## src/bchr_pkg.sv

```systemverilog
// Purpose: constants and types for the bridge configuration header register bank
// Assumes: 32-bit APB, byte offsets as printed
// Notes: only the revision value is a parameter in the top module; class codes are constants here
package bchr_pkg;
  localparam logic [7:0] BCHR_OFF_CLASS = 8'h08;
  localparam logic [7:0] BCHR_OFF_CACHE = 8'h0C;
  localparam logic [7:0] BCHR_OFF_RSV0 = 8'h10;
  localparam logic [7:0] BCHR_OFF_RSV1 = 8'h14;
  localparam logic [7:0] BCHR_OFF_BUS = 8'h18;
  localparam logic [7:0] BCHR_OFF_IO = 8'h1C;
  localparam logic [7:0] BCHR_OFF_LEGACY = 8'h98;
  localparam logic [7:0] BCHR_PROGIF_OFF = 8'h00;
  localparam logic [7:0] BCHR_PROGIF_ON = 8'h01;
  localparam logic [7:0] BCHR_SUBCLASS = 8'h04;
  localparam logic [7:0] BCHR_BASECLASS = 8'h06;
  localparam logic [7:0] BCHR_CACHE_MASK = 8'h3C;
  localparam logic [7:0] BCHR_PRI_LAT = 8'h00;
  localparam logic [6:0] BCHR_HDR_LAYOUT = 7'h01;
  localparam logic BCHR_MULTI_FN = 1'b0;
  localparam logic [7:0] BCHR_SELF_TEST = 8'h00;
  localparam logic [7:0] BCHR_BUS_RESET = 8'h00;
  localparam logic [7:0] BCHR_SEC_LAT_RESET = 8'h40;
  localparam logic [1:0] BCHR_IO_ADDR32 = 2'h1;
  localparam logic [3:0] BCHR_IO_BASE_RESET = 4'h0;
  localparam logic [3:0] BCHR_CACHE_RESET = 4'h0;

  typedef struct packed {
    logic psel;
    logic penable;
    logic pwrite;
    logic [7:0] paddr;
    logic [31:0] pwdata;
    logic [3:0] pstrb;
  } bchr_apb_req_t;

  typedef struct packed {
    logic [31:0] prdata;
    logic pready;
    logic pslverr;
  } bchr_apb_rsp_t;

  typedef struct packed {
    logic [7:0] upstreamBus;
    logic [7:0] downstreamBus;
    logic [7:0] highestBus;
    logic [7:0] downstreamLatency;
    logic [3:0] ioBase;
    logic [3:0] cacheLine;
    logic legacyDecode;
  } bchr_cfg_t;
endpackage

```

## src/bchr_regs.sv

```systemverilog
// Purpose: APB register bank for the bridge configuration header, offsets 08h to 1Ch and 98h
// Assumes: single clock, asynchronous active-low reset, one wait state per access
// Notes: unmapped reads return zero without error
// Notes: writes land at the edge that completes the access
`timescale 1ns/1ps
// Notes on behaviour
// - prog interface follows legacy bit, not writable
// - cache bits 5:2 writable, reset zero
// - cache bits 1:0, 7:6 read zero
// - primary latency timer reads 00h
// - header layout 01h, single function
// - offsets 10h to 17h unimplemented
// - three writable bus numbers, reset 00h
// - secondary latency timer writable, reset 40h
// - io base low nibble reads 0001
// - io base upper nibble writable, reset 0
// - subclass 04h, base class 06h fixed
module bchr_regs #(
  parameter logic [7:0] REVISION = 8'hA7 // arbitrary value
) (
  input wire logic clk,
  input wire logic rst_b,
  input wire bchr_pkg::bchr_apb_req_t apbReq,
  output bchr_pkg::bchr_apb_rsp_t apbRsp,
  output bchr_pkg::bchr_cfg_t cfgOut
);
  import bchr_pkg::*;

  logic [3:0] cacheLine_reg;
  logic [7:0] upBus_reg;
  logic [7:0] downBus_reg;
  logic [7:0] highBus_reg;
  logic [7:0] secLat_reg;
  logic [3:0] ioBase_reg;
  logic legacy_reg;
  logic [31:0] prdata_reg;
  logic pready_reg;
  logic [31:0] rdNext;
  logic [7:0] progIf;
  logic wrEn;
  logic access;
  logic done;
  logic pslverr_reg;
  logic [7:0] cacheByte;
  logic [7:0] priLatByte;
  logic [7:0] hdrByte;
  logic [7:0] ioByte;

  // access phase before the answer, and the completing edge
  assign access = apbReq.psel && apbReq.penable && !pready_reg;
  assign done = apbReq.psel && apbReq.penable && pready_reg;
  assign wrEn = done && apbReq.pwrite;
  assign progIf = legacy_reg ? BCHR_PROGIF_ON : BCHR_PROGIF_OFF;
  assign cacheByte = {2'h0, cacheLine_reg, 2'h0};
  assign priLatByte = BCHR_PRI_LAT;
  assign hdrByte = {BCHR_MULTI_FN, BCHR_HDR_LAYOUT};
  assign ioByte = {ioBase_reg, 2'h0, BCHR_IO_ADDR32};

  // read mux
  always_comb begin
    rdNext = 32'h00000000;
    case (apbReq.paddr)
      BCHR_OFF_CLASS: rdNext = {BCHR_BASECLASS, BCHR_SUBCLASS, progIf, REVISION};
      BCHR_OFF_CACHE: rdNext = {BCHR_SELF_TEST, hdrByte, priLatByte, cacheByte};
      BCHR_OFF_BUS: rdNext = {secLat_reg, highBus_reg, downBus_reg, upBus_reg};
      BCHR_OFF_IO: rdNext = {24'h000000, ioByte};
      BCHR_OFF_LEGACY: rdNext = {31'h00000000, legacy_reg};
      default: rdNext = 32'h00000000;
    endcase
  end

  // apb answer, one wait state
  always_ff @(posedge clk or negedge rst_b) begin
    if (!rst_b) begin
      pready_reg <= 1'h0;
      prdata_reg <= 32'h00000000;
      pslverr_reg <= 1'h0;
    end else begin
      pready_reg <= access;
      pslverr_reg <= 1'h0;
      if (access && !apbReq.pwrite) begin
        prdata_reg <= rdNext;
      end
    end
  end

  // cache line select
  always_ff @(posedge clk or negedge rst_b) begin
    if (!rst_b) begin
      cacheLine_reg <= BCHR_CACHE_RESET;
    end else if (wrEn && apbReq.paddr == BCHR_OFF_CACHE && apbReq.pstrb[0]) begin
      cacheLine_reg <= apbReq.pwdata[5:2];
    end
  end

  // bus numbers and secondary latency
  always_ff @(posedge clk or negedge rst_b) begin
    if (!rst_b) begin
      upBus_reg <= BCHR_BUS_RESET;
      downBus_reg <= BCHR_BUS_RESET;
      highBus_reg <= BCHR_BUS_RESET;
      secLat_reg <= BCHR_SEC_LAT_RESET;
    end else if (wrEn && apbReq.paddr == BCHR_OFF_BUS) begin
      if (apbReq.pstrb[0]) begin
        upBus_reg <= apbReq.pwdata[7:0];
      end
      if (apbReq.pstrb[1]) begin
        downBus_reg <= apbReq.pwdata[15:8];
      end
      if (apbReq.pstrb[2]) begin
        highBus_reg <= apbReq.pwdata[23:16];
      end
      if (apbReq.pstrb[3]) begin
        secLat_reg <= apbReq.pwdata[31:24];
      end
    end
  end

  // io window base
  always_ff @(posedge clk or negedge rst_b) begin
    if (!rst_b) begin
      ioBase_reg <= BCHR_IO_BASE_RESET;
    end else if (wrEn && apbReq.paddr == BCHR_OFF_IO && apbReq.pstrb[0]) begin
      ioBase_reg <= apbReq.pwdata[7:4];
    end
  end

  // legacy decode control
  always_ff @(posedge clk or negedge rst_b) begin
    if (!rst_b) begin
      legacy_reg <= 1'b0;
    end else if (wrEn && apbReq.paddr == BCHR_OFF_LEGACY && apbReq.pstrb[0]) begin
      legacy_reg <= apbReq.pwdata[0];
    end
  end

  assign apbRsp.prdata = prdata_reg;
  assign apbRsp.pready = pready_reg;
  assign apbRsp.pslverr = pslverr_reg;
  assign cfgOut.upstreamBus = upBus_reg;
  assign cfgOut.downstreamBus = downBus_reg;
  assign cfgOut.highestBus = highBus_reg;
  assign cfgOut.downstreamLatency = secLat_reg;
  assign cfgOut.ioBase = ioBase_reg;
  assign cfgOut.cacheLine = cacheLine_reg;
  assign cfgOut.legacyDecode = legacy_reg;

  property p_progif;
    @(posedge clk) disable iff (!rst_b)
      (pready_reg && !apbReq.pwrite && apbReq.paddr == BCHR_OFF_CLASS) |->
        prdata_reg[15:8] == {7'h00, legacy_reg};
  endproperty
  a_progif: assert property (p_progif) else $error("prog interface wrong");

  property p_cache_write;
    @(posedge clk) disable iff (!rst_b)
      (wrEn && apbReq.paddr == BCHR_OFF_CACHE && apbReq.pstrb[0]) |=>
        cacheLine_reg == $past(apbReq.pwdata[5:2]);
  endproperty
  a_cache_write: assert property (p_cache_write) else $error("cache bits not stored");

  property p_cache_rsv;
    @(posedge clk) disable iff (!rst_b)
      (pready_reg && !apbReq.pwrite && apbReq.paddr == BCHR_OFF_CACHE) |->
        prdata_reg[1:0] == 2'h0 && prdata_reg[7:6] == 2'h0 && prdata_reg[15:8] == 8'h00;
  endproperty
  a_cache_rsv: assert property (p_cache_rsv) else $error("cache or latency bits nonzero");

  property p_header;
    @(posedge clk) disable iff (!rst_b)
      (pready_reg && !apbReq.pwrite && apbReq.paddr == BCHR_OFF_CACHE) |->
        prdata_reg[23:16] == 8'h01;
  endproperty
  a_header: assert property (p_header) else $error("header layout wrong");

  property p_rsv_range;
    @(posedge clk) disable iff (!rst_b)
      (pready_reg && !apbReq.pwrite && (apbReq.paddr == BCHR_OFF_RSV0 || apbReq.paddr == BCHR_OFF_RSV1)) |->
        prdata_reg == 32'h00000000;
  endproperty
  a_rsv_range: assert property (p_rsv_range) else $error("reserved range nonzero");

  property p_bus_write;
    @(posedge clk) disable iff (!rst_b)
      (wrEn && apbReq.paddr == BCHR_OFF_BUS && apbReq.pstrb == 4'hF) |=>
        {secLat_reg, highBus_reg, downBus_reg, upBus_reg} == $past(apbReq.pwdata);
  endproperty
  a_bus_write: assert property (p_bus_write) else $error("bus numbers not stored");

  property p_io_read;
    @(posedge clk) disable iff (!rst_b)
      (pready_reg && !apbReq.pwrite && apbReq.paddr == BCHR_OFF_IO) |->
        prdata_reg[3:0] == 4'h1 && prdata_reg[7:4] == ioBase_reg;
  endproperty
  a_io_read: assert property (p_io_read) else $error("io base readback wrong");

  property p_class_fixed;
    @(posedge clk) disable iff (!rst_b)
      (pready_reg && !apbReq.pwrite && apbReq.paddr == BCHR_OFF_CLASS) |->
        prdata_reg[31:16] == 16'h0604;
  endproperty
  a_class_fixed: assert property (p_class_fixed) else $error("class code wrong");

  property p_no_err;
    @(posedge clk) disable iff (!rst_b)
      access |=> pready_reg && !apbRsp.pslverr;
  endproperty
  a_no_err: assert property (p_no_err) else $error("access not answered cleanly");

  property p_pready_pulse;
    @(posedge clk) disable iff (!rst_b)
      pready_reg |=> !pready_reg;
  endproperty
  a_pready_pulse: assert property (p_pready_pulse) else $error("pready longer than one cycle");

  property p_pready_cause;
    @(posedge clk) disable iff (!rst_b)
      !access |=> !pready_reg;
  endproperty
  a_pready_cause: assert property (p_pready_cause) else $error("pready without access");

  property p_answer_once;
    @(posedge clk) disable iff (!rst_b)
      pready_reg |-> $past(access);
  endproperty
  a_answer_once: assert property (p_answer_once) else $error("answer not preceded by access");

  property p_cache_keep;
    @(posedge clk) disable iff (!rst_b)
      !(wrEn && apbReq.paddr == BCHR_OFF_CACHE && apbReq.pstrb[0]) |=> $stable(cacheLine_reg);
  endproperty
  a_cache_keep: assert property (p_cache_keep) else $error("cache bits changed without write");

  property p_cache_read;
    @(posedge clk) disable iff (!rst_b)
      (pready_reg && !apbReq.pwrite && apbReq.paddr == BCHR_OFF_CACHE) |->
        prdata_reg[5:2] == cacheLine_reg;
  endproperty
  a_cache_read: assert property (p_cache_read) else $error("cache bits readback wrong");

  property p_pri_lat;
    @(posedge clk) disable iff (!rst_b)
      (pready_reg && !apbReq.pwrite && apbReq.paddr == BCHR_OFF_CACHE) |->
        prdata_reg[15:8] == 8'h00;
  endproperty
  a_pri_lat: assert property (p_pri_lat) else $error("primary latency nonzero");

  property p_self_test;
    @(posedge clk) disable iff (!rst_b)
      (pready_reg && !apbReq.pwrite && apbReq.paddr == BCHR_OFF_CACHE) |->
        prdata_reg[31:24] == 8'h00;
  endproperty
  a_self_test: assert property (p_self_test) else $error("self test byte nonzero");

  property p_bus_keep;
    @(posedge clk) disable iff (!rst_b)
      !(wrEn && apbReq.paddr == BCHR_OFF_BUS) |=>
        $stable({secLat_reg, highBus_reg, downBus_reg, upBus_reg});
  endproperty
  a_bus_keep: assert property (p_bus_keep) else $error("bus numbers changed without write");

  property p_bus_lane0;
    @(posedge clk) disable iff (!rst_b)
      (wrEn && apbReq.paddr == BCHR_OFF_BUS && apbReq.pstrb[0]) |=>
        upBus_reg == $past(apbReq.pwdata[7:0]);
  endproperty
  a_bus_lane0: assert property (p_bus_lane0) else $error("upstream bus not stored");

  property p_bus_lane1;
    @(posedge clk) disable iff (!rst_b)
      (wrEn && apbReq.paddr == BCHR_OFF_BUS && apbReq.pstrb[1]) |=>
        downBus_reg == $past(apbReq.pwdata[15:8]);
  endproperty
  a_bus_lane1: assert property (p_bus_lane1) else $error("downstream bus not stored");

  property p_bus_lane2;
    @(posedge clk) disable iff (!rst_b)
      (wrEn && apbReq.paddr == BCHR_OFF_BUS && apbReq.pstrb[2]) |=>
        highBus_reg == $past(apbReq.pwdata[23:16]);
  endproperty
  a_bus_lane2: assert property (p_bus_lane2) else $error("highest bus not stored");

  property p_sec_lat_lane;
    @(posedge clk) disable iff (!rst_b)
      (wrEn && apbReq.paddr == BCHR_OFF_BUS && apbReq.pstrb[3]) |=>
        secLat_reg == $past(apbReq.pwdata[31:24]);
  endproperty
  a_sec_lat_lane: assert property (p_sec_lat_lane) else $error("secondary latency not stored");

  property p_bus_read;
    @(posedge clk) disable iff (!rst_b)
      (pready_reg && !apbReq.pwrite && apbReq.paddr == BCHR_OFF_BUS) |->
        prdata_reg == {secLat_reg, highBus_reg, downBus_reg, upBus_reg};
  endproperty
  a_bus_read: assert property (p_bus_read) else $error("bus numbers readback wrong");

  property p_io_write;
    @(posedge clk) disable iff (!rst_b)
      (wrEn && apbReq.paddr == BCHR_OFF_IO && apbReq.pstrb[0]) |=>
        ioBase_reg == $past(apbReq.pwdata[7:4]);
  endproperty
  a_io_write: assert property (p_io_write) else $error("io base not stored");

  property p_io_keep;
    @(posedge clk) disable iff (!rst_b)
      !(wrEn && apbReq.paddr == BCHR_OFF_IO && apbReq.pstrb[0]) |=> $stable(ioBase_reg);
  endproperty
  a_io_keep: assert property (p_io_keep) else $error("io base changed without write");

  property p_legacy_write;
    @(posedge clk) disable iff (!rst_b)
      (wrEn && apbReq.paddr == BCHR_OFF_LEGACY && apbReq.pstrb[0]) |=>
        legacy_reg == $past(apbReq.pwdata[0]);
  endproperty
  a_legacy_write: assert property (p_legacy_write) else $error("legacy bit not stored");

  property p_legacy_keep;
    @(posedge clk) disable iff (!rst_b)
      !(wrEn && apbReq.paddr == BCHR_OFF_LEGACY && apbReq.pstrb[0]) |=> $stable(legacy_reg);
  endproperty
  a_legacy_keep: assert property (p_legacy_keep) else $error("legacy bit changed without write");

  property p_unaligned;
    @(posedge clk) disable iff (!rst_b)
      (pready_reg && !apbReq.pwrite && apbReq.paddr[1:0] != 2'h0) |->
        prdata_reg == 32'h00000000;
  endproperty
  a_unaligned: assert property (p_unaligned) else $error("unaligned read nonzero");

  property p_rsv_write;
    @(posedge clk) disable iff (!rst_b)
      (wrEn && (apbReq.paddr == BCHR_OFF_RSV0 || apbReq.paddr == BCHR_OFF_RSV1)) |=>
        $stable({cacheLine_reg, upBus_reg, downBus_reg, highBus_reg, secLat_reg, ioBase_reg, legacy_reg});
  endproperty
  a_rsv_write: assert property (p_rsv_write) else $error("reserved write changed state");

  property p_read_holds;
    @(posedge clk) disable iff (!rst_b)
      !(access && !apbReq.pwrite) |=> $stable(prdata_reg);
  endproperty
  a_read_holds: assert property (p_read_holds) else $error("read data changed without read");
endmodule

```

## config.mk

```make
export PLATFORM = sky130hd
export DESIGN_NAME = bchr_regs
export DESIGN_NICKNAME = d
export VERILOG_FILES = /design/src/bchr_pkg.sv /design/src/bchr_regs.sv
export SDC_FILE = /design/constraint.sdc
export NUM_CORES = 1
export LEC_CHECK = 0
export CELL_PAD_IN_SITES_DETAIL_PLACEMENT = 0
export CELL_PAD_IN_SITES_GLOBAL_PLACEMENT = 1
export CORE_MARGIN = 3
export CORE_UTILIZATION = 41
export CTS_CLUSTER_SIZE = 10
export DETAILED_ROUTE_END_ITERATION = 6
export DONT_BUFFER_PORTS = 1
export GPL_TIMING_DRIVEN = 0
export PLACE_DENSITY = 0.63
export SLEW_MARGIN = 10
export SYNTH_ARGS = -nofsm -noshare
export SYNTH_HDL_FRONTEND = slang
export SYNTH_SLANG_ARGS = --single-unit
```

## constraint.sdc

```tcl
create_clock -name clk -period 2.25 [get_ports clk]
set_clock_uncertainty 0.1 [all_clocks]
set_input_delay 0 -clock clk [delete_from_list [all_inputs] [get_ports clk]]
set_output_delay 0 -clock clk [all_outputs]
set_load 0.03 [all_outputs]
```

# Word level (Yosys, flattened, before mapping)
# Cells that the tools add are included.
[word_totals] regBits=74 inputBits=49 output_inout_bits=75 word_cells=34
[op_classes] n_mux=2 reduce_logical=18 n_eq_ne=5
[op_table] operator="one-hot mux 32 bit (5 select lines)" count=1
[op_table] operator="== test 8 x 4 -> 1 bit, second input constant" count=2
[op_table] operator="== test 8 x 5 -> 1 bit, second input constant" count=2
[op_table] operator="logical AND 1 bit" count=12
[op_table] operator="== test 8 bit, second input constant" count=1
[op_table] operator="AND reduction 2 bit" count=4
[op_table] operator="zero test 1 bit" count=2
[op_table] operator="2-to-1 mux 1 bit" count=1

# Depth between registers and ports, before layout
[logic_depth] depth_word=5 depth_mapped=6 mapped_depth_nobuf=4

# Worst setup path after synthesis
# No wires, ideal clock.
[synth_timing] path_kind="register to register" start="reg pready_reg" end="reg prdata_reg[19]" path_buffers=2 required_time_ns=2.084 period_less_slack_ns=1.637 arrival_ns=1.471 setup_time_ns=0.066 path_slack_ns=0.613 stages_incl_launch_ff=6 cell_sequence="dfrtp_1 -> or3_1 -> buf_2 -> nor2_2 -> buf_4 -> a22o_1"
[synth_between] elab_chain_cells=3
[synth_lines] element="from (decl)" line="bchr_regs.sv:37" rtl="logic pready_reg;"
[synth_lines] element="from (signal assigned)" line="bchr_regs.sv:79" rtl="pready_reg <= access;"
[synth_lines] element="zero test 1 bit" line="bchr_regs.sv:50" rtl="assign access = apbReq.psel && apbReq.penable && !pready_reg;"
[synth_lines] element="logical AND 1 bit" line="bchr_regs.sv:50"
[synth_lines] element="logical AND 1 bit" line="bchr_regs.sv:81" rtl="if (access && !apbReq.pwrite) begin"
[synth_lines] element="to (signal assigned)" line="bchr_regs.sv:82" rtl="prdata_reg <= rdNext;"
[synth_lines] element="to (decl)" line="bchr_regs.sv:36" rtl="logic [31:0] prdata_reg;"
# No other way between the ends.
# A chain may end at the register's enable or synchronous reset.

# Worst setup path in the final report
[layout_timing] start="reg pready_reg" end="reg secLat_reg[4]"
[layout_between] elab_chain_cells=4
[layout_lines] element="logical AND 1 bit" line="bchr_regs.sv:51" rtl="assign done = apbReq.psel && apbReq.penable && pready_reg;"
[layout_lines] element="logical AND 1 bit" line="bchr_regs.sv:52" rtl="assign wrEn = done && apbReq.pwrite;"
[layout_lines] element="logical AND 1 bit" line="bchr_regs.sv:103" rtl="end else if (wrEn && apbReq.paddr == BCHR_OFF_BUS) begin"
[layout_lines] element="AND reduction 2 bit (no source line)"
[layout_lines] element="to (signal assigned)" line="bchr_regs.sv:114" rtl="secLat_reg <= apbReq.pwdata[31:24];"
[layout_lines] element="to (decl)" line="bchr_regs.sv:33" rtl="logic [7:0] secLat_reg;"
# No other way between the ends.

==> metrics <==
CP Buf/Inv Count 2; Critical Path AT 2.30 ns; number of synthesized flops with an enable pin 0; Port Buffers 0; TNS Setup 0 ns; Slew headroom 65.2%; leakage 2.11 nW; final setup vio count 0; layout cell share with drive strength beyond 1 about a quarter; vias in the first global route 2281; Inserted Clock Buffers 9; largest area contributor in the netlist dfrtp_1; total power draw 2.72 mW; maximum clock rate about 460 MHz; setup slack after layout 0.0679 ns; Max Cap Viol 0; CTS max path bufs 2; Die Height 94.3 um; HPWL after DPL 5.10 mm; largest cells by area after synthesis dfrtp_1 (57%), mux2_4 (11%), mux2_2 (6.3%); Post-Synthesis Mean Instance Area between 10 and 15 sq um; Core Rows 31; per-cell routed wire length between 15 and 20 um; # clock sinks 74; number of remaining DRC errors 0; Primary FF master, synth dfrtp_1; Fillers 621; Max Slew Vio Count 0; worst vdd ir about 0.00028 V; routed vias 2147; run status complete, no violations; type of the worst setup path register to register; Die Footprint 8890 sq um; Worst Path Max Fanout 8; DR pass1 iterations 5; I/O Pins 124; fin nets 357; CTS clk-pin slew, worst paths approximately 0.08 ns; dpl ws 0.345 ns; NetSw 0.571 mW; Hold Crit Class primary input to register; Root Driver clkbuf_8; Clk network pwr share ~45%; PostCTS Resize Cnt 0; Clock Latency Late Sink 0.34 ns; H-tree lvl count 3; gpl congestion 0.724; Final Cycle Share 97.0%; CP Capture Type register; ant diodes 0; Int Pwr 2.15 mW; CP Data Required Time 2.37 ns; Net Sw Frac 21.0%; Antenna Nets Post-Route 0; Top delay family on crit path buffers and inverters; post-DR vias/cell 5.21; Post-Syn Nets 278; Pwr Density 639 nW/um^2; max reg flops 32; final WL approximately 7.7 mm; CP max-delay cell dlygate4sd3_1; non-filler cells, final 412; Cells after DPL 328; Die X 94.3 um; Layout area overhead 33.1%; Largest stage delay, worst path 0.56 ns; DRT iter0 DRCs 58; core region area 7410 sq um; largest net degree at the start of global routing 75; sequential cell area ~1900 sq um; first-pass GRT wire length about 12 mm; Logic pwr share 5.8%; Starting Density 43.1%; CP cell instances and4_1 > and3_1 > buf_6 > nand2_8 > mux2_4 > dlygate4sd3_1; Flop pwr share approximately half; RSZ-0062 raised after global routing no; register bit total from synthesis 74; antenna violations before repair 0; Synth Warn # 0; top cell type's share of synthesized area 57.2%; Slew @ Worst Pin around 0.52 ns; Cells after Synth 229; asr flop ratio synth 100%; Mapped Area 3200 sq um; final worst path period need 2.18 ns; crit path launch type register; GRT overflow 0; CTS tree done; sequential cell area fraction in the yosys report 58.0%; GRT Overall Usage 18.4%; Hold Vio Cnt, Final 0; multi-input combinational cell area approximately 1300 sq um; Yosys cell types 42
==> layer usage <==
| metal | routed length [um] | share of wire [%] | GRT usage (%) | vias up |
|---|---|---|---|---|
| met5 | 0 | 0 | 0 | - |
| met4 | 128 | 1.7 | 7.58 | 0 |
| met3 | 672 | 8.7 | 6.81 | 13 |
| met2 | 3520 | 46 | 27.0 | 86 |
| met1 | 3410 | 44 | 24.5 | 1057 |
| li1 | - | - | - | 991 |
==> worst paths after layout <==
check / startpoint / end / slack, ns / depth (start not counted)
worst max-delay path: pready_reg$_DFF_PN0_ / secLat_reg[4]$_DFFE_PN0P_ / 0.07 / 6
worst min-delay path: apbReq[36] / prdata_reg[2]$_DFFE_PN0P_ / 0.03 / 3
worst max register to register: pready_reg$_DFF_PN0_ / secLat_reg[4]$_DFFE_PN0P_ / 0.07 / 6
worst min register to register: pready_reg$_DFF_PN0_ / pready_reg$_DFF_PN0_ / 0.37 / 1
max in group asynchronous: rst_b / prdata_reg[7]$_DFFE_PN0P_ / 1.62 / 2
min in group asynchronous: rst_b / upBus_reg[2]$_DFFE_PN0P_ / 0.08 / 2
==> layout make-up <==
class                           count  area share, %
Buffer                             12           1.65
Clock inverter                      5           2.44
Sequential cell                    74           43.6
Timing Repair Buffer               69           16.5
Multi-Input combinational cell    139           29.6
Inverter                            3          0.265
Tap cell                           99           2.91
Clock buffer                       11           3.09
==> power groups by stage <==
| stage | clock (mW) | sequential, mW | combinational, mW |
|---|---|---|---|
| after CTS | 1.26 | 1.34 | 0.159 |
| final | 1.22 | 1.34 | 0.158 |
| after global placement | 0 | 1.36 | 0.0570 |
| after global routing | 1.31 | 1.34 | 0.176 |
| after detailed placement | 0 | 1.36 | 0.0569 |
| after floorplan | 0 | 1.36 | 0.0449 |
==> placed cells by master, fill, tap and decap left out, types with 2 or more instances in the layout <==
cell           count
a21oi_1            3
buf_2              2
clkbuf_8           9
and3_1             2
dfrtp_1           73
nor2b_1            6
nand2_8            3
dlygate4sd3_1     66
nor2_1             4
nand3b_1           2
nand4_1            2
bufinv_16          3
a22o_1            19
a22oi_1            2
and2_1             2
buf_4              6
inv_1              3
o21ai_0            2
mux2_4            24
nand3_1            3
nand2_1           19
mux2_2            18
clkbuf_1           6
o31ai_1            9
mux2i_1            2
==> cell families after synthesis <==
group           synth area share (%)
flops                           58.0
simple gates                    10.8
mux                             18.6
compound gates                  9.83
buf+inv                         2.66
other cells                    0.117
==> timing repair <==
action | in CTS | in global routing
buffers inserted | 0 | 2
hold buffers | 67 | 0
hold endpoints to repair | 136 | 0
setup endpoints to repair | 0 | 21
==> synthesized netlist by cell type, types with 3 or more instances <==
| cell | count |
|---|---|
| inv_1 | 3 |
| mux2_2 | 18 |
| dfrtp_1 | 73 |
| clkbuf_1 | 5 |
| mux2_4 | 24 |
| a22o_1 | 19 |
| buf_4 | 4 |
| nand3_1 | 3 |
| nor2b_1 | 6 |
| nor2_1 | 4 |
| nand2_1 | 19 |
| a21oi_1 | 3 |
| o31ai_1 | 9 |
| nand2_8 | 3 |
==> stage by stage <==
step	hold WS, ns	area (sq um)	util, %
5_1_grt	0.0344	4250	57.4
4_1_cts	0.0115	4240	57.3
3_5_place_dp	-0.393	3320	44.8
3_3_place_gp	-0.394	3320	44.8
6_report	0.0253	4250	57.4
2_1_floorplan	-0.396	3200	-
==> worst register-to-register path, stage by stage, from the launching register on <==
cell and delay (ns):
dfrtp_1 0.40, and4_1 0.21, and3_1 0.20, buf_6 0.15
nand2_8 0.13, mux2_4 0.32, dlygate4sd3_1 0.56
Note: power is estimated with default switching activity, not from simulation.
